`config.mk`:
```
export PLATFORM = sky130hd
export DESIGN_NAME = phy_mgmt_register_bank
export DESIGN_NICKNAME = d
export VERILOG_FILES = /design/src/rtl/phy_mgmt_pkg.sv /design/src/rtl/phy_mgmt_register_bank.sv
export VERILOG_INCLUDE_DIRS = /design/src /design/src/rtl
export SDC_FILE = /design/constraint.sdc
export NUM_CORES = 1
export LEC_CHECK = 0
export ABC_AREA = 1
export BUFFER_PORTS_ARGS = -buffer_cell sky130_fd_sc_hd__buf_2
export CAP_MARGIN = 20
export CELL_PAD_IN_SITES_DETAIL_PLACEMENT = 1
export CELL_PAD_IN_SITES_GLOBAL_PLACEMENT = 2
export CORE_ASPECT_RATIO = 1.2
export CORE_MARGIN = 3
export CORE_UTILIZATION = 31
export CTS_CLUSTER_SIZE = 30
export DETAILED_ROUTE_END_ITERATION = 10
export GPL_TIMING_DRIVEN = 0
export PLACE_DENSITY = 0.9
export SLEW_MARGIN = 20
export SYNTH_ARGS = -nofsm -noshare
export SYNTH_HDL_FRONTEND = slang
export SYNTH_SLANG_ARGS = --single-unit
```
`constraint.sdc`:
```
create_clock -name CLOCK_I -period 3.8 [get_ports CLOCK_I]
set_input_delay 0.57 -clock CLOCK_I [delete_from_list [all_inputs] [get_ports CLOCK_I]]
set_output_delay 0.57 -clock CLOCK_I [all_outputs]
set_load 0.01 [all_outputs]
```
`src/rtl/phy_mgmt_consts.svh`:
```
// Offsets, field positions, reset values and bank numbers of the PHY
// management register bank.
// Assumes a word-addressed bus: byte address is four times the index.
`ifndef PHY_MGMT_CONSTS_SVH
`define PHY_MGMT_CONSTS_SVH

// ==========================================================================
// Register indices (byte address = index * 4)
`define PM_IDX_DIAG       6'h00
`define PM_IDX_ALIAS      6'h00
`define PM_IDX_SPECIAL    6'h02
`define PM_IDX_ID_LOW     6'h04
`define PM_IDX_ID_HIGH    6'h06
`define PM_IDX_ADV        6'h08
`define PM_IDX_LP         6'h0A
`define PM_IDX_BANK_SEL   6'h0E
`define PM_IDX_IRQ_STAT   6'h10
`define PM_IDX_IRQ_MASK   6'h11

// ==========================================================================
// Bank numbers
`define PM_BANK_PHY       8'h2D
`define PM_BANK_RSVD_A    8'h2E
`define PM_BANK_DIAG      8'h2F
`define PM_BANK_RSVD_B    8'h30
`define PM_BANK_PORT      8'h31

// ==========================================================================
// Field positions
`define PM_ADV_PAUSE      10
`define PM_ADV_RSV9       9
`define PM_ADV_F100       8
`define PM_ADV_H100       7
`define PM_ADV_F10        6
`define PM_ADV_H10        5
`define PM_DIAG_EN        15
`define PM_SPC_FORCE      3
`define PM_SPC_PWRSAVE    2
`define PM_SPC_RLB        1
`define PM_SPC_RSV0       0
`define PM_ALIAS_EN       12
`define PM_ALIAS_FORCE    11
`define PM_ALIAS_PWRSAVE  10
`define PM_ALIAS_RLB      9
`define PM_IRQ_DIAG       0
`define PM_IRQ_LP         1

// ==========================================================================
// Reset values and fixed read values
`define PM_RST_ADV        5'h1F
`define PM_RST_PWRSAVE    1'h1
`define PM_RST_BANK       8'h00
`define PM_SELECTOR       5'h01
`define PM_RESP_OKAY      2'h0
`define PM_RESP_SLVERR    2'h2

`endif

```
`src/rtl/phy_mgmt_pkg.sv`:
```
// Types shared by the PHY management register bank.
// Assumes the constants header is compiled alongside.
package phy_mgmt_pkg;

   // =======================================================================
   // AXI4-Lite request and response bundles
   typedef struct packed {
      logic        awvalid;
      logic [7:0]  awaddr;
      logic        wvalid;
      logic [31:0] wdata;
      logic [3:0]  wstrb;
      logic        bready;
      logic        arvalid;
      logic [7:0]  araddr;
      logic        rready;
   } axil_req_t;

   typedef struct packed {
      logic        awready;
      logic        wready;
      logic        bvalid;
      logic [1:0]  bresp;
      logic        arready;
      logic        rvalid;
      logic [31:0] rdata;
      logic [1:0]  rresp;
   } axil_rsp_t;

   // =======================================================================
   // PHY side bundles
   typedef struct packed {
      logic pause;
      logic full100;
      logic half100;
      logic full10;
      logic half10;
   } ability_t;

   typedef enum logic [1:0] {
      DIAG_NORMAL = 2'h0,
      DIAG_OPEN   = 2'h1,
      DIAG_SHORT  = 2'h2,
      DIAG_FAIL   = 2'h3
   } diag_code_t;

   typedef struct packed {
      logic       near_short_flag;
      diag_code_t result;
      logic [8:0] fault_count;
   } diag_res_t;

   typedef struct packed {
      logic force_link;
      logic pwrsave_off;
      logic remote_loopback;
   } phy_ctl_t;

endpackage : phy_mgmt_pkg

```
`src/rtl/phy_mgmt_register_bank.sv`:
```
// Banked management registers of the integrated PHY behind an AXI4-Lite
// slave: identifier, advertisement, partner ability, cable diagnostic and
// special control/status, with a per-port alias view and an interrupt.
// Assumes all PHY-side inputs are synchronous to CLOCK_I.
// Operation
// - Identifier low word fixed, read-only.
// - Identifier high word fixed, read-only.
// - Pause advertise bit 10, writable, reset one.
// - Duplex/speed advertise bits 8..5, reset one.
// - Partner pause in bit 10, read-only.
// - Partner abilities in bits 8..5, read-only.
// - Bit 15 starts diagnostic, self-clears when done.
// - Result code in bits 14..13.
// - Bit 12 flags short under ten metres.
// - Fault distance count in bits 8..0.
// - Bit 5 shows receive polarity reversed.
// - Bit 3 forces link pass.
// - Bit 2 disables power saving, reset one.
// - Bit 1 enables remote loopback.
// - Port bank view shares the same storage.
// - Banks 46 and 48 hold only bank select and the interrupt status and mask.
//
// Register access over AXI4-Lite was left to the implementer.
`timescale 1ns/1ps
`include "phy_mgmt_consts.svh"

module phy_mgmt_register_bank #(
   parameter logic [15:0] PHY_ID_LOW  = 16'hA5C3,   // Arbitrary value
   parameter logic [15:0] PHY_ID_HIGH = 16'h5A3C    // Arbitrary value
) (
   input  wire logic                     CLOCK_I,
   input  wire logic                     RST_I,
   input  wire logic                     CE_I,
   input  wire phy_mgmt_pkg::axil_req_t  AXI_REQ_I,
   output      phy_mgmt_pkg::axil_rsp_t  AXI_RSP_O,
   input  wire logic                     LP_VALID_I,
   input  wire phy_mgmt_pkg::ability_t   LP_ABILITY_I,
   input  wire logic                     DIAG_DONE_I,
   input  wire phy_mgmt_pkg::diag_res_t  DIAG_RESULT_I,
   input  wire logic                     POLARITY_REV_I,
   input  wire logic                     CROSSOVER_STATE_I,
   output      logic                     DIAG_START_O,
   output      phy_mgmt_pkg::ability_t   ADV_O,
   output      phy_mgmt_pkg::phy_ctl_t   PHY_CTL_O,
   output      logic                     IRQ_O
);
   import phy_mgmt_pkg::*;

   // ========================================================================
   // State
   typedef struct packed {
      axil_rsp_t   rsp;
      logic        aw_held;
      logic [5:0]  aw_idx;
      logic        w_held;
      logic [31:0] wdata;
      logic [3:0]  wstrb;
      logic [5:0]  rd_idx;
      logic [7:0]  rd_bank;
      logic [7:0]  bank;
      ability_t    adv;
      logic        adv_rsv9;
      ability_t    lp;
      logic        diag_en;
      diag_res_t   diag;
      logic        spc_rsv0;
      logic        pol;
      logic        xovr;
      phy_ctl_t    ctl;
      logic [1:0]  irq_stat;
      logic [1:0]  irq_mask;
      logic        irq;
   } state_t;

   state_t st_r;
   state_t st_nxt;
   logic   wr_fire;

   // Reset image of the whole state
   function automatic state_t reset_state();
      state_t r;
      r = '0;
      r.rsp.awready = 1'b1;
      r.rsp.wready = 1'b1;
      r.rsp.arready = 1'b1;
      r.bank = `PM_RST_BANK;
      r.adv = `PM_RST_ADV;
      r.ctl.pwrsave_off = `PM_RST_PWRSAVE;
      return r;
   endfunction : reset_state

   // Byte-lane merge of a 16-bit register image
   function automatic logic [15:0] merge(input logic [15:0] old,
                                         input logic [31:0] d,
                                         input logic [3:0]  be);
      return {be[1] ? d[15:8] : old[15:8], be[0] ? d[7:0] : old[7:0]};
   endfunction : merge

   // Register image at an index in a bank: {hit, value}
   function automatic logic [16:0] image(input logic [5:0] idx,
                                         input logic [7:0] bnk,
                                         input state_t     s);
      logic [16:0] v;
      v = '0;
      if (idx == `PM_IDX_BANK_SEL) begin
         v = {1'b1, 8'h00, s.bank};
      end else if (idx == `PM_IDX_IRQ_STAT) begin
         v = {1'b1, 14'h0000, s.irq_stat};
      end else if (idx == `PM_IDX_IRQ_MASK) begin
         v = {1'b1, 14'h0000, s.irq_mask};
      end else if (bnk == `PM_BANK_PHY) begin
         unique case (idx)
            `PM_IDX_ID_LOW:  v = {1'b1, PHY_ID_LOW};
            `PM_IDX_ID_HIGH: v = {1'b1, PHY_ID_HIGH};
            `PM_IDX_ADV:     v = {1'b1, 5'h00, s.adv.pause, s.adv_rsv9,
                                  s.adv.full100, s.adv.half100, s.adv.full10,
                                  s.adv.half10, `PM_SELECTOR};
            `PM_IDX_LP:      v = {1'b1, 5'h00, s.lp.pause, 1'b0,
                                  s.lp.full100, s.lp.half100, s.lp.full10,
                                  s.lp.half10, `PM_SELECTOR};
            default:         v = '0;
         endcase
      end else if (bnk == `PM_BANK_DIAG) begin
         unique case (idx)
            `PM_IDX_DIAG:    v = {1'b1, s.diag_en, s.diag.result,
                                  s.diag.near_short_flag, 3'h0,
                                  s.diag.fault_count};
            `PM_IDX_SPECIAL: v = {1'b1, 10'h000, s.pol, s.xovr,
                                  s.ctl.force_link, s.ctl.pwrsave_off,
                                  s.ctl.remote_loopback, s.spc_rsv0};
            default:         v = '0;
         endcase
      end else if (bnk == `PM_BANK_PORT && idx == `PM_IDX_ALIAS) begin
         v = {1'b1, s.diag.near_short_flag, s.diag.result, s.diag_en,
              s.ctl.force_link, s.ctl.pwrsave_off, s.ctl.remote_loopback,
              s.diag.fault_count};
      end
      return v;
   endfunction : image

   // ========================================================================
   // Next-state logic
   always_comb begin
      logic [16:0] wimg;
      logic [15:0] m;
      logic [16:0] rimg;
      logic [1:0]  irq_set;
      logic [1:0]  irq_clr;
      logic        start;
      st_nxt = st_r;
      wimg = image(st_r.aw_idx, st_r.bank, st_r);
      m = merge(wimg[15:0], st_r.wdata, st_r.wstrb);
      rimg = image(AXI_REQ_I.araddr[7:2], st_r.bank, st_r);
      irq_set = '0;
      irq_clr = '0;
      start = 1'b0;
      wr_fire = st_r.aw_held && st_r.w_held && !st_r.rsp.bvalid;
      if (CE_I) begin
         // Live PHY status
         st_nxt.pol = POLARITY_REV_I;
         st_nxt.xovr = CROSSOVER_STATE_I;
         if (LP_VALID_I) begin
            st_nxt.lp = LP_ABILITY_I;
            irq_set[`PM_IRQ_LP] = 1'b1;
         end
         // Diagnostic completion clears the run bit and latches results
         if (st_r.diag_en && DIAG_DONE_I) begin
            st_nxt.diag_en = 1'b0;
            st_nxt.diag = DIAG_RESULT_I;
            irq_set[`PM_IRQ_DIAG] = 1'b1;
         end
         // Write address and data channels
         if (AXI_REQ_I.awvalid && st_r.rsp.awready) begin
            st_nxt.aw_held = 1'b1;
            st_nxt.aw_idx = AXI_REQ_I.awaddr[7:2];
            st_nxt.rsp.awready = 1'b0;
         end
         if (AXI_REQ_I.wvalid && st_r.rsp.wready) begin
            st_nxt.w_held = 1'b1;
            st_nxt.wdata = AXI_REQ_I.wdata;
            st_nxt.wstrb = AXI_REQ_I.wstrb;
            st_nxt.rsp.wready = 1'b0;
         end
         // Register write; read-only fields are never taken from m
         if (wr_fire) begin
            st_nxt.aw_held = 1'b0;
            st_nxt.w_held = 1'b0;
            st_nxt.rsp.bvalid = 1'b1;
            st_nxt.rsp.bresp = wimg[16] ? `PM_RESP_OKAY : `PM_RESP_SLVERR;
            if (st_r.aw_idx == `PM_IDX_BANK_SEL) begin
               st_nxt.bank = m[7:0];
            end else if (st_r.aw_idx == `PM_IDX_IRQ_STAT) begin
               irq_clr = m[1:0] & {st_r.wstrb[0], st_r.wstrb[0]};
            end else if (st_r.aw_idx == `PM_IDX_IRQ_MASK) begin
               st_nxt.irq_mask = m[1:0];
            end else if (st_r.bank == `PM_BANK_PHY
                         && st_r.aw_idx == `PM_IDX_ADV) begin
               st_nxt.adv.pause = m[`PM_ADV_PAUSE];
               st_nxt.adv_rsv9 = m[`PM_ADV_RSV9];
               st_nxt.adv.full100 = m[`PM_ADV_F100];
               st_nxt.adv.half100 = m[`PM_ADV_H100];
               st_nxt.adv.full10 = m[`PM_ADV_F10];
               st_nxt.adv.half10 = m[`PM_ADV_H10];
            end else if (st_r.bank == `PM_BANK_DIAG
                         && st_r.aw_idx == `PM_IDX_DIAG) begin
               start = m[`PM_DIAG_EN] && st_r.wstrb[1];
            end else if (st_r.bank == `PM_BANK_DIAG
                         && st_r.aw_idx == `PM_IDX_SPECIAL) begin
               st_nxt.ctl.force_link = m[`PM_SPC_FORCE];
               st_nxt.ctl.pwrsave_off = m[`PM_SPC_PWRSAVE];
               st_nxt.ctl.remote_loopback = m[`PM_SPC_RLB];
               st_nxt.spc_rsv0 = m[`PM_SPC_RSV0];
            end else if (st_r.bank == `PM_BANK_PORT
                         && st_r.aw_idx == `PM_IDX_ALIAS) begin
               start = m[`PM_ALIAS_EN] && st_r.wstrb[1];
               st_nxt.ctl.force_link = m[`PM_ALIAS_FORCE];
               st_nxt.ctl.pwrsave_off = m[`PM_ALIAS_PWRSAVE];
               st_nxt.ctl.remote_loopback = m[`PM_ALIAS_RLB];
            end
         end
         // A start written in the finishing cycle launches a new run
         if (start) begin
            st_nxt.diag_en = 1'b1;
         end
         // Write response handshake reopens both write channels
         if (st_r.rsp.bvalid && AXI_REQ_I.bready) begin
            st_nxt.rsp.bvalid = 1'b0;
            st_nxt.rsp.awready = 1'b1;
            st_nxt.rsp.wready = 1'b1;
         end
         // Read channel: one read outstanding at a time
         if (st_r.rsp.rvalid && AXI_REQ_I.rready) begin
            st_nxt.rsp.rvalid = 1'b0;
            st_nxt.rsp.arready = 1'b1;
         end
         if (AXI_REQ_I.arvalid && st_r.rsp.arready) begin
            st_nxt.rsp.arready = 1'b0;
            st_nxt.rsp.rvalid = 1'b1;
            st_nxt.rsp.rdata = {16'h0000, rimg[15:0]};
            st_nxt.rsp.rresp = rimg[16] ? `PM_RESP_OKAY : `PM_RESP_SLVERR;
            st_nxt.rd_idx = AXI_REQ_I.araddr[7:2];
            st_nxt.rd_bank = st_r.bank;
         end
         // Sticky events: a set wins over a clear in the same cycle
         st_nxt.irq_stat = (st_r.irq_stat & ~irq_clr) | irq_set;
         st_nxt.irq = |(st_nxt.irq_stat & st_nxt.irq_mask);
      end
   end

   // ========================================================================
   // State register
   always_ff @(posedge CLOCK_I) begin
      if (RST_I) begin
         st_r <= reset_state();
      end else begin
         st_r <= st_nxt;
      end
   end

   // Outputs straight from state flip-flops
   assign AXI_RSP_O = st_r.rsp;
   assign DIAG_START_O = st_r.diag_en;
   assign ADV_O = st_r.adv;
   assign PHY_CTL_O = st_r.ctl;
   assign IRQ_O = st_r.irq;
endmodule : phy_mgmt_register_bank

```
# ---- Word-level counts from Yosys, hierarchy flattened
# Cells that the tools add are included.
dict set report classes {
  n_eq_ne 21
  n_mux 56
  bitwise 10
  n_reduce_logical 48
}
# cell n
set ops {}
lappend ops {{$mux 17} 12}
lappend ops {{$pmux 17 s4} 2}
lappend ops {{$pmux 17 s2} 2}
lappend ops {{$mux 37} 1}
lappend ops {{$eq 6x4->1 const B} 6}
lappend ops {{$mux 36} 1}
lappend ops {{$reduce_and 2->1} 13}
lappend ops {{$eq 6x3->1 const B} 4}
lappend ops {{$eq 6x5->1 const B} 4}
lappend ops {{$eq 8x6->1 const B} 3}
lappend ops {{$mux 2} 12}
lappend ops {{$mux 1} 18}
lappend ops {{$mux 8} 2}
lappend ops {{$reduce_and 8->1} 2}
lappend ops {{$reduce_bool 2->1} 8}
lappend ops {{$logic_and 1x1->1} 15}
lappend ops {{$mux 13} 1}
lappend ops {{$eq 6x2->1 const B} 2}
lappend ops {{$logic_not 6->1} 2}
lappend ops {{$mux 3} 4}
lappend ops {{$reduce_and 9->1} 1}
lappend ops {{$mux 7} 1}
lappend ops {{$reduce_and 7->1} 1}
lappend ops {{$reduce_bool 7->1} 1}
lappend ops {{11 further kinds} 17}
dict set report totals {
  reg_bits 112
  input_bits 81
}

# ---- Longest topological paths before layout
# Gate-level depths: netlist (run 1).
dict set report depth {
  depth_word 21
  depth_mapped 14
  depth_no_buf 14
}

# ---- Worst setup path before layout (run 1)
# No wires, ideal clock.
dict set report synth_timing {
  path_kind {input -> register}
  from {in AXI_REQ_I[7] (netlist bit)}
  to {reg st_r (netlist bit AXI_RSP_O[14])}
  arrival_ps 1666
  slack_ps 2064
  stages 9
  n_path_buf 0
  cell_sequence {nor2_2 -> inv_1 -> nor2_4 -> inv_1 -> o21ai_2 -> inv_2 -> nor3_1 -> nand2_1 -> a21oi_1}
}
dict set report synth_between {
  elab_chain_cells 8
}
# element line
set synth_rtl {}
lappend synth_rtl {{from (decl)} phy_mgmt_register_bank.sv:34} ;# input wire phy_mgmt_pkg::axil_req_t AXI_REQ_I,
lappend synth_rtl {{parallel branches: the longest is 7 deep, another holds $pmux 17 s2} --}
lappend synth_rtl {{$mux 17 *} phy_mgmt_register_bank.sv:105} ;# if (idx == `PM_IDX_BANK_SEL) begin
lappend synth_rtl {{to (signal assigned)} phy_mgmt_register_bank.sv:254} ;# st_r <= reset_state();
lappend synth_rtl {{to (signal assigned)} phy_mgmt_register_bank.sv:256} ;# st_r <= st_nxt;
lappend synth_rtl {{to (decl)} phy_mgmt_register_bank.sv:75} ;# state_t st_r;
# Mark *: on every way between the ends.
# A chain may end at the register's enable or synchronous reset.

# ---- Final worst setup path (run 1)
dict set report layout_timing {
  from {reg st_r[94] (netlist bit)}
  to {reg st_r (netlist bit ADV_O[2])}
}
dict set report layout_between {
  elab_chain_cells 9
}
# element
set layout_rtl {}
lappend layout_rtl {{parallel branches: the longest is 9 deep, another holds $pmux 17 s2}}
# Several ways; the timed one is not identified. The select of a mux whose other input is x is not followed.

==> results by group, run 1 <==
Run status
  – Status: finished, final reports clean

Min path
  – WHS Path Cells: 2
  – WHS Endpoint: st_r[93]
  – Worst hold path startpoint: st_r[93]
  – Hold crit path type: register to register

Layout
  – Register Area: approximately 1800 µm²
  – Nets: between 900 and 1000
  – Layout Area Growth over Synthesis: 21.31%
  – Commonest cells after routing, fill and taps aside: nand2_1, dfxtp_1, buf_2, inv_1, a21oi_1
  – Leading cell type in the layout, fill and taps excluded: nand2_1
  – Post-route cell area: between 6000 and 7000 µm²
  – Antenna diode count: 0
  – Layout fillers: 2066
  – Share of layout cells above drive strength 1: 0.2418
  – Area of the multi-input gates: about 2400 µm²

STA
  – Minimum clock period: between 2 and 2.5 ns
  – Setup slack after layout: approximately 1.7 ns
  – Count of final max-slew check failures: 0
  – RSZ-0062 raised after global routing: no
  – Final setup viols: 0
  – Period utilization: 0.5628
  – Count of final hold-check violations: 0
  – Clk_skew: between 0.009 and 0.01 ns
  – Worst-Margin Slew: between 0.8 and 0.9 ns
  – Fmax: 467.6 MHz
  – Max-slew headroom: 0.4628
  – Sum Neg Setup Slack: 0 ns

Global route
  – GRT Total Usage: 0.1987
  – Total gr overflow: 0
  – Largest net degree at the start of global routing: 16
  – Initial antenna violation count: 0
  – Vias in the first global route: 5006
  – First-pass GRT wire length: 26.55 mm

Drt
  – Avg WL per Cell: around 17 µm
  – Drt via density: ~4.9
  – Vias: 5051
  – DR iter-0 viols: about 230
  – DRC violations left: 0
  – Initial DRT Pass Iterations: 4
  – WL final: between 15 and 20 mm
  – Final ANT Viol Nets: 0

CTS
  – CTS tree: built
  – Root cell of the clock tree: clkbuf_16
  – Skew-Pair Late Insertion Delay: 0.35 ns
  – Post-CTS Setup Bufs: 0
  – Post-CTS sizing: 0
  – H-tree depth: 3
  – Cts bufs inserted: 9
  – Longest Clk Path Bufs: 2
  – CTS Hold Buffers Added: 0
  – Clock Sinks: 90
  – Clk slew on worst S/H paths: roughly 0.070 ns

Synth
  – Post-synth EDFFs: 0
  – Register bit total from synthesis: 90
  – Mapped Avg Cell Area: about 7 µm²
  – Synth cell types: 43
  – Post-synth top flop: dfxtp_1
  – Mapped Cells: 706
  – Warnings from Yosys: 0
  – Post-synth ARST share: 0
  – Seq/Total Area, Yosys: 0.3636
  – Synth Cell Area: roughly 5000 µm²

Worst setup path
  – Reg-to-Reg End: ADV_O[2]
  – Reg2Reg Depth: 11
  – CP max stage delay: 0.38 ns
  – Worst Path Required: around 4.1 ns
  – Reg2reg start: st_r[94]
  – CP Max Fanout: 5
  – Critical Path Sink Type: register
  – Worst path cell trace: nor2_1 > nand2_2 > nor2_4 > nand2_4 > nand2_2 > inv_2 > o21ai_2 > o211ai_1 > a31oi_1 > nand2_1 > nand2_1
  – Slowest cell on the critical path: dfxtp_1
  – R2R Setup Slk: 1.66 ns
  – Crit path DAT: roughly 2.4 ns
  – Startpoint Class: register
  – Critical path class: register to register

Power and ir drop
  – Power Density: ~350 nW/µm²
  – Design Power: 2.128 mW
  – Leakage dissipation: roughly 2.6 nW
  – VDD IR-drop max: about 190 µV

Placement
  – Port bufs: 88
  – GPL Wtd Cong: 0.9248
  – Post-DP HPWL: ~14 mm
  – Post-place instance area: approximately 5700 µm²
  – Pre-CTS setup slack: around 1.5 ns

Floorplanning
  – Die width: 121.4 µm
  – I/O pin total: approximately 130
  – Die area: 17540 µm²
  – Chip Height: roughly 140 µm
  – Initial Util: 0.3168
  – CORE AREA: about 16000 µm²
  – Row cnt: 50

Flow run
  – Max Cap Viol: 0
==> critical path: cells and delay by family (launching register included) <==
family	cells	cell delay, ns
DFF	1	0.38
buffers and inverters	1	0.06
AOI/OAI and AO/OA	3	0.62
and+or+nand+nor	7	1.02
==> through the flow <==
step	hold WS [ns]	instances	util
floorplan	0.4237	723	-
global placement	0.4409	1019	0.3657
finish	0.4580	1035	0.3843
CTS	0.4516	1035	0.3843
global route	0.4744	1035	0.3843
detailed placement	0.4481	1019	0.3657
==> layout make-up <==
type,count,area share
multi-input combinational,469,0.4005
clock inverter,5,0.006453
inverter,92,0.05766
tap,208,0.04330
sequential,90,0.2998
timing repair buffer,88,0.07327
buffer,72,0.07702
clock buffer,11,0.04205
==> per-layer routing <==
metal  global-route usage  wire length (µm)
met4               0.1174               851
met3              0.02934               636
met5                    0                 0
met2               0.3365              8253
met1               0.2388              7564
==> where the power goes <==
part           leakage, nW  switching (mW)  internal, mW
logic                 1.75           0.162        0.0924
registers            0.733          0.0236         0.976
clock network        0.142           0.394         0.482
==> kinds of logic after synthesis <==
| logic type | Yosys count | synth area share |
|---|---|---|
| buffers and inverters | 164 | 0.1634 |
| AOI/OAI and AO/OA | 206 | 0.2323 |
| other | 1 | 0.0007568 |
| DFF | 90 | 0.3636 |
| and+or+nand+nor | 245 | 0.2399 |
==> Yosys cell counts (2+ instances only) <==
cell type | number | area [µm²]
inv_1 | 82 | 307.8
nand2_4 | 2 | 22.52
nand4_1 | 5 | 31.28
nand3_1 | 46 | 230.2
a31oi_1 | 8 | 50.05
inv_2 | 9 | 33.78
a21oi_1 | 78 | 390.4
o221ai_1 | 7 | 61.31
nand2_1 | 118 | 442.9
nand2_2 | 6 | 37.54
o211ai_1 | 7 | 52.55
o31ai_1 | 2 | 15.01
nor3_1 | 4 | 20.02
nor2_2 | 5 | 31.28
o21ai_0 | 75 | 375.4
o22ai_1 | 6 | 37.54
o21ai_1 | 8 | 40.04
o2111ai_1 | 4 | 35.03
nand3_2 | 4 | 40.04
clkbuf_1 | 19 | 71.32
buf_1 | 2 | 7.510
dfxtp_1 | 90 | 1802
o21ai_2 | 2 | 17.52
a21oi_2 | 3 | 26.28
buf_4 | 49 | 367.9
nor2_1 | 41 | 153.9
nor2_4 | 8 | 90.09
==> state kept, by name (all words and copies together) (netlist names) <==
register and cells:
st_r 57, DIAG_START_O 1, IRQ_O 1, PHY_CTL_O 3, ADV_O 5, AXI_RSP_O 23
==> worst max-delay path by stage <==
| stage | startpoint | end | slack (ns) | depth (start not counted) |
|---|---|---|---|---|
| 3_5_place_dp | RST_I | st_r[19] | 1.53 | 5 |
| 5_1_grt | st_r[94] | ADV_O[2] | 1.50 | 11 |
| 3_3_place_gp | AXI_REQ_I[7] | AXI_RSP_O[14] | 1.57 | 10 |
| 4_1_cts | st_r[35] | st_r[40] | 1.67 | 11 |
| 2_1_floorplan | AXI_REQ_I[7] | AXI_RSP_O[14] | 2.06 | 9 |
| 6_report | st_r[94] | ADV_O[2] | 1.66 | 11 |
(Power assumes the default switching activity.)
==> run 2: changes to the inputs <==
--- a/config.mk
+++ b/config.mk
@@ -6,18 +6,18 @@
 export SDC_FILE = /design/constraint.sdc
 export NUM_CORES = 1
 export LEC_CHECK = 0
-export ABC_AREA = 1
+export ABC_AREA = 0
 export BUFFER_PORTS_ARGS = -buffer_cell sky130_fd_sc_hd__buf_2
 export CAP_MARGIN = 20
 export CELL_PAD_IN_SITES_DETAIL_PLACEMENT = 1
 export CELL_PAD_IN_SITES_GLOBAL_PLACEMENT = 2
 export CORE_ASPECT_RATIO = 1.2
 export CORE_MARGIN = 3
-export CORE_UTILIZATION = 31
+export CORE_UTILIZATION = 30
 export CTS_CLUSTER_SIZE = 30
 export DETAILED_ROUTE_END_ITERATION = 10
 export GPL_TIMING_DRIVEN = 0
-export PLACE_DENSITY = 0.9
+export PLACE_DENSITY = 0.84
 export SLEW_MARGIN = 20
 export SYNTH_ARGS = -nofsm -noshare
 export SYNTH_HDL_FRONTEND = slang
==> constraint.sdc (replaced) <==
create_clock -name CLOCK_I -period 2 [get_ports CLOCK_I]
set_input_delay 0.3 -clock CLOCK_I [delete_from_list [all_inputs] [get_ports CLOCK_I]]
set_output_delay 0.3 -clock CLOCK_I [all_outputs]
set_load 0.01 [all_outputs]
==> run 2 against run 1 <==
- the run now ends with negative setup slack left
- final cell count is 2.4% lower
- sequential cell count stayed put
- clock skew hardly changed
- fmax is 7.4% lower
- count of clock-buffer cells in the layout is 1 lower
- non-clock buffer count is 53 higher
- die area is 5.2% higher
- worst hold slack worse by 0.28 ns
- combinational power is 120% higher
- worst setup slack worse by 2.0 ns
- synthesized cell count is 8.8% lower
- clock power is 98% higher
==> results by group, run 2 <==
Global route
  – Largest net degree at the start of global routing: 16 (unchanged)
  – Total gr overflow: 0 (unchanged)
  – GRT Total Usage: 0.2206 (+0.02190)
  – Initial antenna violation count: 0 (unchanged)
  – First-pass GRT wire length: 31.66 mm (+19%)
  – Vias in the first global route: 5421 (+8.3%)

STA
  – Setup slack after layout: -0.3086 ns (-1.970 ns)
  – Sum Neg Setup Slack: -5.311 ns (-5.311 ns)
  – Count of final hold-check violations: 0 (unchanged)
  – Fmax: 433.2 MHz (-7.4%)
  – Final setup viols: 28 (+28)
  – Period utilization: 1.154 (+0.5915)
  – Count of final max-slew check failures: 0 (unchanged)
  – Worst-Margin Slew: 0.8755 ns (+0.06976 ns)
  – Max-slew headroom: 0.4163 (-0.04651)
  – Minimum clock period: 2.309 ns (+0.1699 ns)
  – Clk_skew: 0.009443 ns (+0.00002809 ns)
  – RSZ-0062 raised after global routing: yes

Worst setup path
  – Reg2Reg Depth: 8 (-3)
  – CP Max Fanout: 8 (+3)
  – R2R Setup Slk: -0.31 ns (-1.97 ns)
  – Reg2reg start: st_r[38]
  – Critical Path Sink Type: register
  – Reg-to-Reg End: AXI_RSP_O[9]
  – Startpoint Class: register
  – Critical path class: register to register
  – Crit path DAT: 2.59 ns (+0.16 ns)
  – Worst Path Required: 2.28 ns (-1.81 ns)

Min path
  – WHS Endpoint: st_r[9]
  – WHS Path Cells: 3 (+1)
  – Hold crit path type: input port to register
  – Worst hold path startpoint: POLARITY_REV_I

Layout
  – Commonest cells after routing, fill and taps aside: nand2_1, buf_2, dfxtp_1, buf_4, a21oi_1
  – Nets: 874 (-3.2%)
  – Antenna diode count: 0 (unchanged)
  – Area of the multi-input gates: 3232 µm² (+34%)
  – Reg with most FFs: st_r
  – Layout fillers: 1995 (-3.4%)
  – Layout Area Growth over Synthesis: 38.31%
  – Share of layout cells above drive strength 1: 0.3797 (+0.1379)
  – Non-Filler Instances: 1010 (-2.4%)
  – Max FFs per register: 57 (unchanged)
  – Leading cell type in the layout, fill and taps excluded: nand2_1
  – Register Area: 1823 µm² (+1.2%)
  – Post-route cell area: 6993 µm² (+16%)

Synth
  – Count leader, synth: nand2_1
  – Synth Cell Area: 5056 µm² (+2.0%)
  – Warnings from Yosys: 0 (unchanged)
  – Synth cell types: 70 (+63%)
  – Mapped Cells: 644 (-8.8%)
  – Commonest cells post-synth: nand2_1, dfxtp_1, a21oi_1, nor2_1, buf_4
  – Post-synth top flop: dfxtp_1
  – Post-synth ARST share: 0 (unchanged)
  – Yosys top cell by area: dfxtp_1
  – Seq/Total Area, Yosys: 0.3563 (-0.007289)
  – Area contributors post-synth: dfxtp_1, nand2_1, buf_4
  – Mapped Avg Cell Area: 7.851 µm² (+12%)
  – Register bit total from synthesis: 90 (unchanged)
  – Post-synth EDFFs: 0 (unchanged)
  – Synth top area share: 0.3563 (-0.007289)

Drt
  – Drt via density: 5.285 (+8.3%)
  – Vias: 5338 (+5.7%)
  – DRC violations left: 0 (unchanged)
  – Final ANT Viol Nets: 0 (unchanged)
  – WL final: 20.91 mm (+21%)
  – Avg WL per Cell: 20.70 µm (+24%)
  – DR iter-0 viols: 291 (+25%)
  – Initial DRT Pass Iterations: 4 (unchanged)

CTS
  – Longest Clk Path Bufs: 2 (unchanged)
  – Clk slew on worst S/H paths: 0.07 ns (about the same)
  – H-tree depth: 3 (unchanged)
  – Clock Sinks: 90 (unchanged)
  – CTS tree: built
  – Skew-Pair Late Insertion Delay: 0.36 ns (about the same)
  – Cts bufs inserted: 9 (unchanged)
  – Root cell of the clock tree: clkbuf_16

Power and ir drop
  – VDD IR-drop max: 407.0 µV (+110%)
  – Power Density: 595.0 nW/µm² (+68%)
  – Design Power: 4.161 mW (+95%)
  – Leakage dissipation: 2.748 nW (+4.5%)

Placement
  – Port bufs: 87 (-1.1%)
  – Pre-CTS setup slack: -1.099 ns (-2.625 ns)
  – Post-place instance area: 5886 µm² (+2.9%)
  – GPL Wtd Cong: 0.9668 (+4.5%)
  – Cell Count Post-Placement: 960 (-5.8%)
  – Post-DP HPWL: 15.81 mm (+13%)

Floorplanning
  – Row cnt: 51 (+2.0%)
  – Initial Util: 0.3083 (-0.008491)
  – Chip Height: 148.2 µm (+2.6%)
  – Die width: 124.5 µm (+2.6%)
  – I/O pin total: 132 (unchanged)
  – CORE AREA: 16400 µm² (+4.9%)
  – Die area: 18450 µm² (+5.2%)

Flow run
  – Max Cap Viol: 0 (unchanged)

Run status
  – Failing checks: negative setup slack
  – Status: finished, violations left
## run 2: per-layer routing
layer	GRT usage	routed length (µm)	share of wire
met1	0.2612	8776	0.42
met2	0.3977	10530	0.50
met3	0.02550	751	0.036
met4	0.1042	847	0.041
met5	0	0	0
## run 2: how the worst max path moves through the flow
stage / end / cells past startpoint / start
global placement: st_r[10] / 6 / CE_I
floorplan: st_r[40] / 8 / st_r[98]
CTS: PHY_CTL_O[1] / 7 / st_r[98]
detailed placement: st_r[10] / 6 / CE_I
global route: AXI_RSP_O[9] / 8 / st_r[38]
finish: AXI_RSP_O[9] / 8 / st_r[38]
## run 2: power by group
group / switching [mW] / internal (mW) / leakage (nW)
combinational: 0.330 / 0.222 / 1.87
sequential: 0.0429 / 1.84 / 0.738
clock: 0.756 / 0.971 / 0.139
## run 2: timing repair
| action | CTS | global route |
|---|---|---|
| gates resized for setup | 86 | 73 |
| setup endpoints to repair | 39 | 42 |
| hold buffers | 0 | 0 |
| pin swaps | 25 | 44 |
| gates cloned | 2 | 0 |
| setup buffers | 24 | 15 |
## run 2: worst max-delay path, stage by stage (launching register included)
cell and delay (ns):
dfxtp_4 0.38, or4b_4 0.65, a2111oi_4 0.47, buf_6 0.20
buf_6 0.10, a21oi_2 0.05, nor2_2 0.19, a211oi_2 0.07
nor3_2 0.13
## run 2: cells by family (layout without fill, tap and decap cells)
logic type / after synthesis / in the layout / share of synthesized area
flops: 90 / 90 / 0.3563
mux: 22 / 22 / 0.04504
buf+inv: 99 / 236 / 0.1151
other cells: 1 / 18 / 0.0007417
simple gates: 249 / 249 / 0.2386
compound gates: 183 / 183 / 0.2443
## run 2: layout make-up
type,instances,share of cell area
Tap cell,212,0.03793
Clock inverter,6,0.009662
Buffer,87,0.08391
Timing Repair Buffer,126,0.1091
Multi-Input combinational cell,472,0.4622
Sequential cell,90,0.2607
Inverter,7,0.003757
Clock buffer,10,0.03274
## run 2: per-stage QoR
step,hold slack (ns),util
2_1_floorplan,0.4322,-
3_3_place_gp,0.4443,0.3589
3_5_place_dp,0.4503,0.3589
4_1_cts,0.1733,0.4057
5_1_grt,0.1751,0.4264
6_report,0.1778,0.4264
==> run 3: changes to the inputs <==
--- a/config.mk
+++ b/config.mk
@@ -17,8 +17,10 @@
 export CTS_CLUSTER_SIZE = 30
 export DETAILED_ROUTE_END_ITERATION = 10
 export GPL_TIMING_DRIVEN = 0
+export MAX_ROUTING_LAYER = met4
 export PLACE_DENSITY = 0.84
 export SLEW_MARGIN = 20
 export SYNTH_ARGS = -nofsm -noshare
 export SYNTH_HDL_FRONTEND = slang
 export SYNTH_SLANG_ARGS = --single-unit
+export TNS_END_PERCENT = 30
==> run 3 against run 2 <==
- the flow still finishes with violations (negative setup slack)
- power up 0.99%
- global-route usage is 0.53 points higher
- sequential cell count unchanged
- largest power group unchanged
- die area unchanged
- sequential power about the same
- worst setup slack improved by 0.036 ns
- register-to-register slack gained 0.04 ns
- combinational power is 2% lower
- via count down 2.2%
- worst hold slack better by 0.0062 ns
- critical path depth down 2
- critical endpoint is now PHY_CTL_O[1]
==> results by group, run 3 (synthesis results as in run 2) <==
Drt
  – Final ANT Viol Nets: 0 (unchanged)
  – DRC violations left: 0 (unchanged)
  – Initial DRT Pass Iterations: 4 (unchanged)
  – Avg WL per Cell: 20.57 µm (-0.63%)
  – Vias: 5223 (-2.2%)
  – Drt via density: 5.223 (-1.2%)
  – DR iter-0 viols: 282 (-3.1%)
  – WL final: 20.57 mm (-1.6%)

Power and ir drop
  – Design Power: 4.202 mW (+0.99%)
  – Leakage dissipation: 2.645 nW (-3.8%)
  – Int Pwr: 3.091 mW (+1.9%)
  – VDD IR-drop max: 445.4 µV (+9.4%)
  – Power Density: 624.0 nW/µm² (+4.9%)
  – Reg power frac: 0.447 (-0.005)
  – Net Sw Frac: 0.2645 (-0.006736)
  – Logic pwr share: 0.128 (-0.005)
  – NetSw: 1.111 mW (-1.5%)
  – Part of the power in the clock network: 0.424 (+0.009)

Flow run
  – Max Cap Viol: 0 (unchanged)

Global route
  – Initial antenna violation count: 0 (unchanged)
  – Largest net degree at the start of global routing: 15 (-1)
  – GRT Total Usage: 0.2259 (+0.005309)
  – Vias in the first global route: 5502 (+1.5%)
  – First-pass GRT wire length: 31.66 mm (unchanged)
  – Total gr overflow: 0 (unchanged)

CTS
  – Root cell of the clock tree: clkbuf_16
  – Clock Sinks: 90 (unchanged)
  – Cts bufs inserted: 9 (unchanged)
  – CTS tree: built
  – Longest Clk Path Bufs: 2 (unchanged)
  – Clk slew on worst S/H paths: 0.07 ns (about the same)
  – Skew-Pair Late Insertion Delay: 0.35 ns (about the same)
  – H-tree depth: 3 (unchanged)
  – CTS Hold Buffers Added: 0 (unchanged)

Worst setup path
  – Worst path cell trace: or4b_4 > o41a_1 > or3_4 > o31ai_4 > o21ai_2 > o21ai_1
  – CP bufs+invs: 0 (-2)
  – CP Max Fanout: 7 (-1)
  – Crit path from: st_r[38]
  – Worst Path Required: 2.29 ns (about the same)
  – CP max stage delay: 0.62 ns (-0.03 ns)
  – Reg2reg start: st_r[38]
  – Slowest cell on the critical path: or4b_4
  – Critical Path Sink Type: register
  – Crit path DAT: 2.56 ns (-0.03 ns)
  – Family with the most delay on the worst path: simple AND/OR/NAND/NOR gates
  – Critical path class: register to register
  – Startpoint Class: register

STA
  – RSZ-0062 raised after global routing: yes
  – Worst-Margin Slew: 0.7768 ns (-0.09868 ns)
  – Max-slew headroom: 0.4821 (+0.06579)
  – Fmax: 440.0 MHz (+1.6%)
  – Minimum clock period: 2.273 ns (-0.03594 ns)
  – Count of final max-slew check failures: 0 (unchanged)
  – Period utilization: 1.136 (-0.01797)
  – Count of final hold-check violations: 0 (unchanged)
  – Setup slack after layout: -0.2727 ns (+0.03594 ns)
  – Clk_skew: 0.01144 ns (+0.001993 ns)
  – Final setup viols: 26 (-7.1%)

Layout
  – Non-Filler Instances: 1000 (-0.99%)
  – Share of layout cells above drive strength 1: 0.3452 (-0.03452)
  – Max FFs per register: 57 (unchanged)
  – Leading cell type in the layout, fill and taps excluded: nand2_1
  – Antenna diode count: 0 (unchanged)
  – Nets: 864 (-1.1%)
  – Layout fillers: 1999 (+0.20%)
  – Layout Area Growth over Synthesis: 33.18%
  – Commonest cells after routing, fill and taps aside: nand2_1, buf_2, dfxtp_1, buf_4, a21oi_1
  – Reg with most FFs: st_r

Run status
  – Status: finished, violations left
  – Failing checks: negative setup slack

Placement
  – GPL Wtd Cong: 0.9091 (-6.0%)
  – Post-DP HPWL: 16.06 mm (+1.6%)
  – Port bufs: 87 (unchanged)
  – Pre-CTS setup slack: -1.120 ns (-0.02132 ns)
  – Cell Count Post-Placement: 960 (unchanged)

Floorplanning
  – Row cnt: 51 (unchanged)
  – CORE AREA: 16400 µm² (unchanged)
  – I/O pin total: 132 (unchanged)
  – Initial Util: 0.3083 (unchanged)
  – Chip Height: 148.2 µm (unchanged)
  – Die width: 124.5 µm (unchanged)
  – Die area: 18450 µm² (unchanged)

Min path
  – Worst hold path startpoint: DIAG_RESULT_I[5]
  – Hold crit path type: input port to register
run 3: cell count changes in the layout (fill, tap and decap cells not counted), sizes merged:
cell / delta
clkbuf: +6
buf: -14
clkinv: -2
run 3: worst reg2reg max path: stages, from the launching register on:
cell and delay [ns]:
dfxtp_4 0.37, or4b_4 0.62, o41a_1 0.41, or3_4 0.36, o31ai_4 0.26, o21ai_2 0.09, o21ai_1 0.11
run 3: path summary, 6_finish.rpt:
kind                                 endpoint  slack [ns]  depth (start not counted)
worst max register to register   PHY_CTL_O[1]       -0.27                          6
worst min-delay path                 st_r[16]        0.18                          3
worst min register to register  AXI_RSP_O[12]        0.45                          2
worst max-delay path             PHY_CTL_O[1]       -0.27                          6
run 3: area by class of cell:
type / count / area (µm²) / area share
multi-input combinational: 472 / 3097 / 0.4599
buffer: 87 / 568.0 / 0.08436
inverter: 7 / 26.28 / 0.003902
clock inverter: 4 / 50.05 / 0.007432
clock buffer: 12 / 256.5 / 0.03809
sequential: 90 / 1818 / 0.2700
tap: 212 / 265.3 / 0.03939
timing repair buffer: 116 / 653.1 / 0.09699
run 3: power groups by stage:
| stage | clock (mW) | combinational, mW | sequential (mW) |
|---|---|---|---|
| after floorplan | 0 | 0.312 | 1.91 |
| after global placement | 0 | 0.493 | 1.92 |
| after detailed placement | 0 | 0.504 | 1.92 |
| after CTS | 1.81 | 0.519 | 1.88 |
| after global routing | 1.89 | 0.589 | 1.89 |
| final | 1.78 | 0.539 | 1.88 |
run 3: routing by layer:
layer | global-route usage | share of wire
met1 | 0.2702 | 0.43
met4 | 0.09320 | 0.035
met3 | 0.02514 | 0.037
met5 | - | 0
met2 | 0.3885 | 0.50
run 3: stage by stage:
step	setup TNS (ns)	utilization	cell area (µm²)	hold WS [ns]
global route	-6.152	0.4106	6734	0.1908
detailed placement	-29.70	0.3580	5871	0.4470
finish	-3.295	0.4106	6734	0.1839
floorplan	-1.061	-	5170	0.4322
CTS	-6.268	0.3973	6515	0.1796
global placement	-29.05	0.3580	5871	0.4434
run 3: timing repair:
item,4_1_cts,5_1_grt
gates resized for setup,71,35
setup buffers,16,13
pin swaps,25,17
setup endpoints to repair,39,40
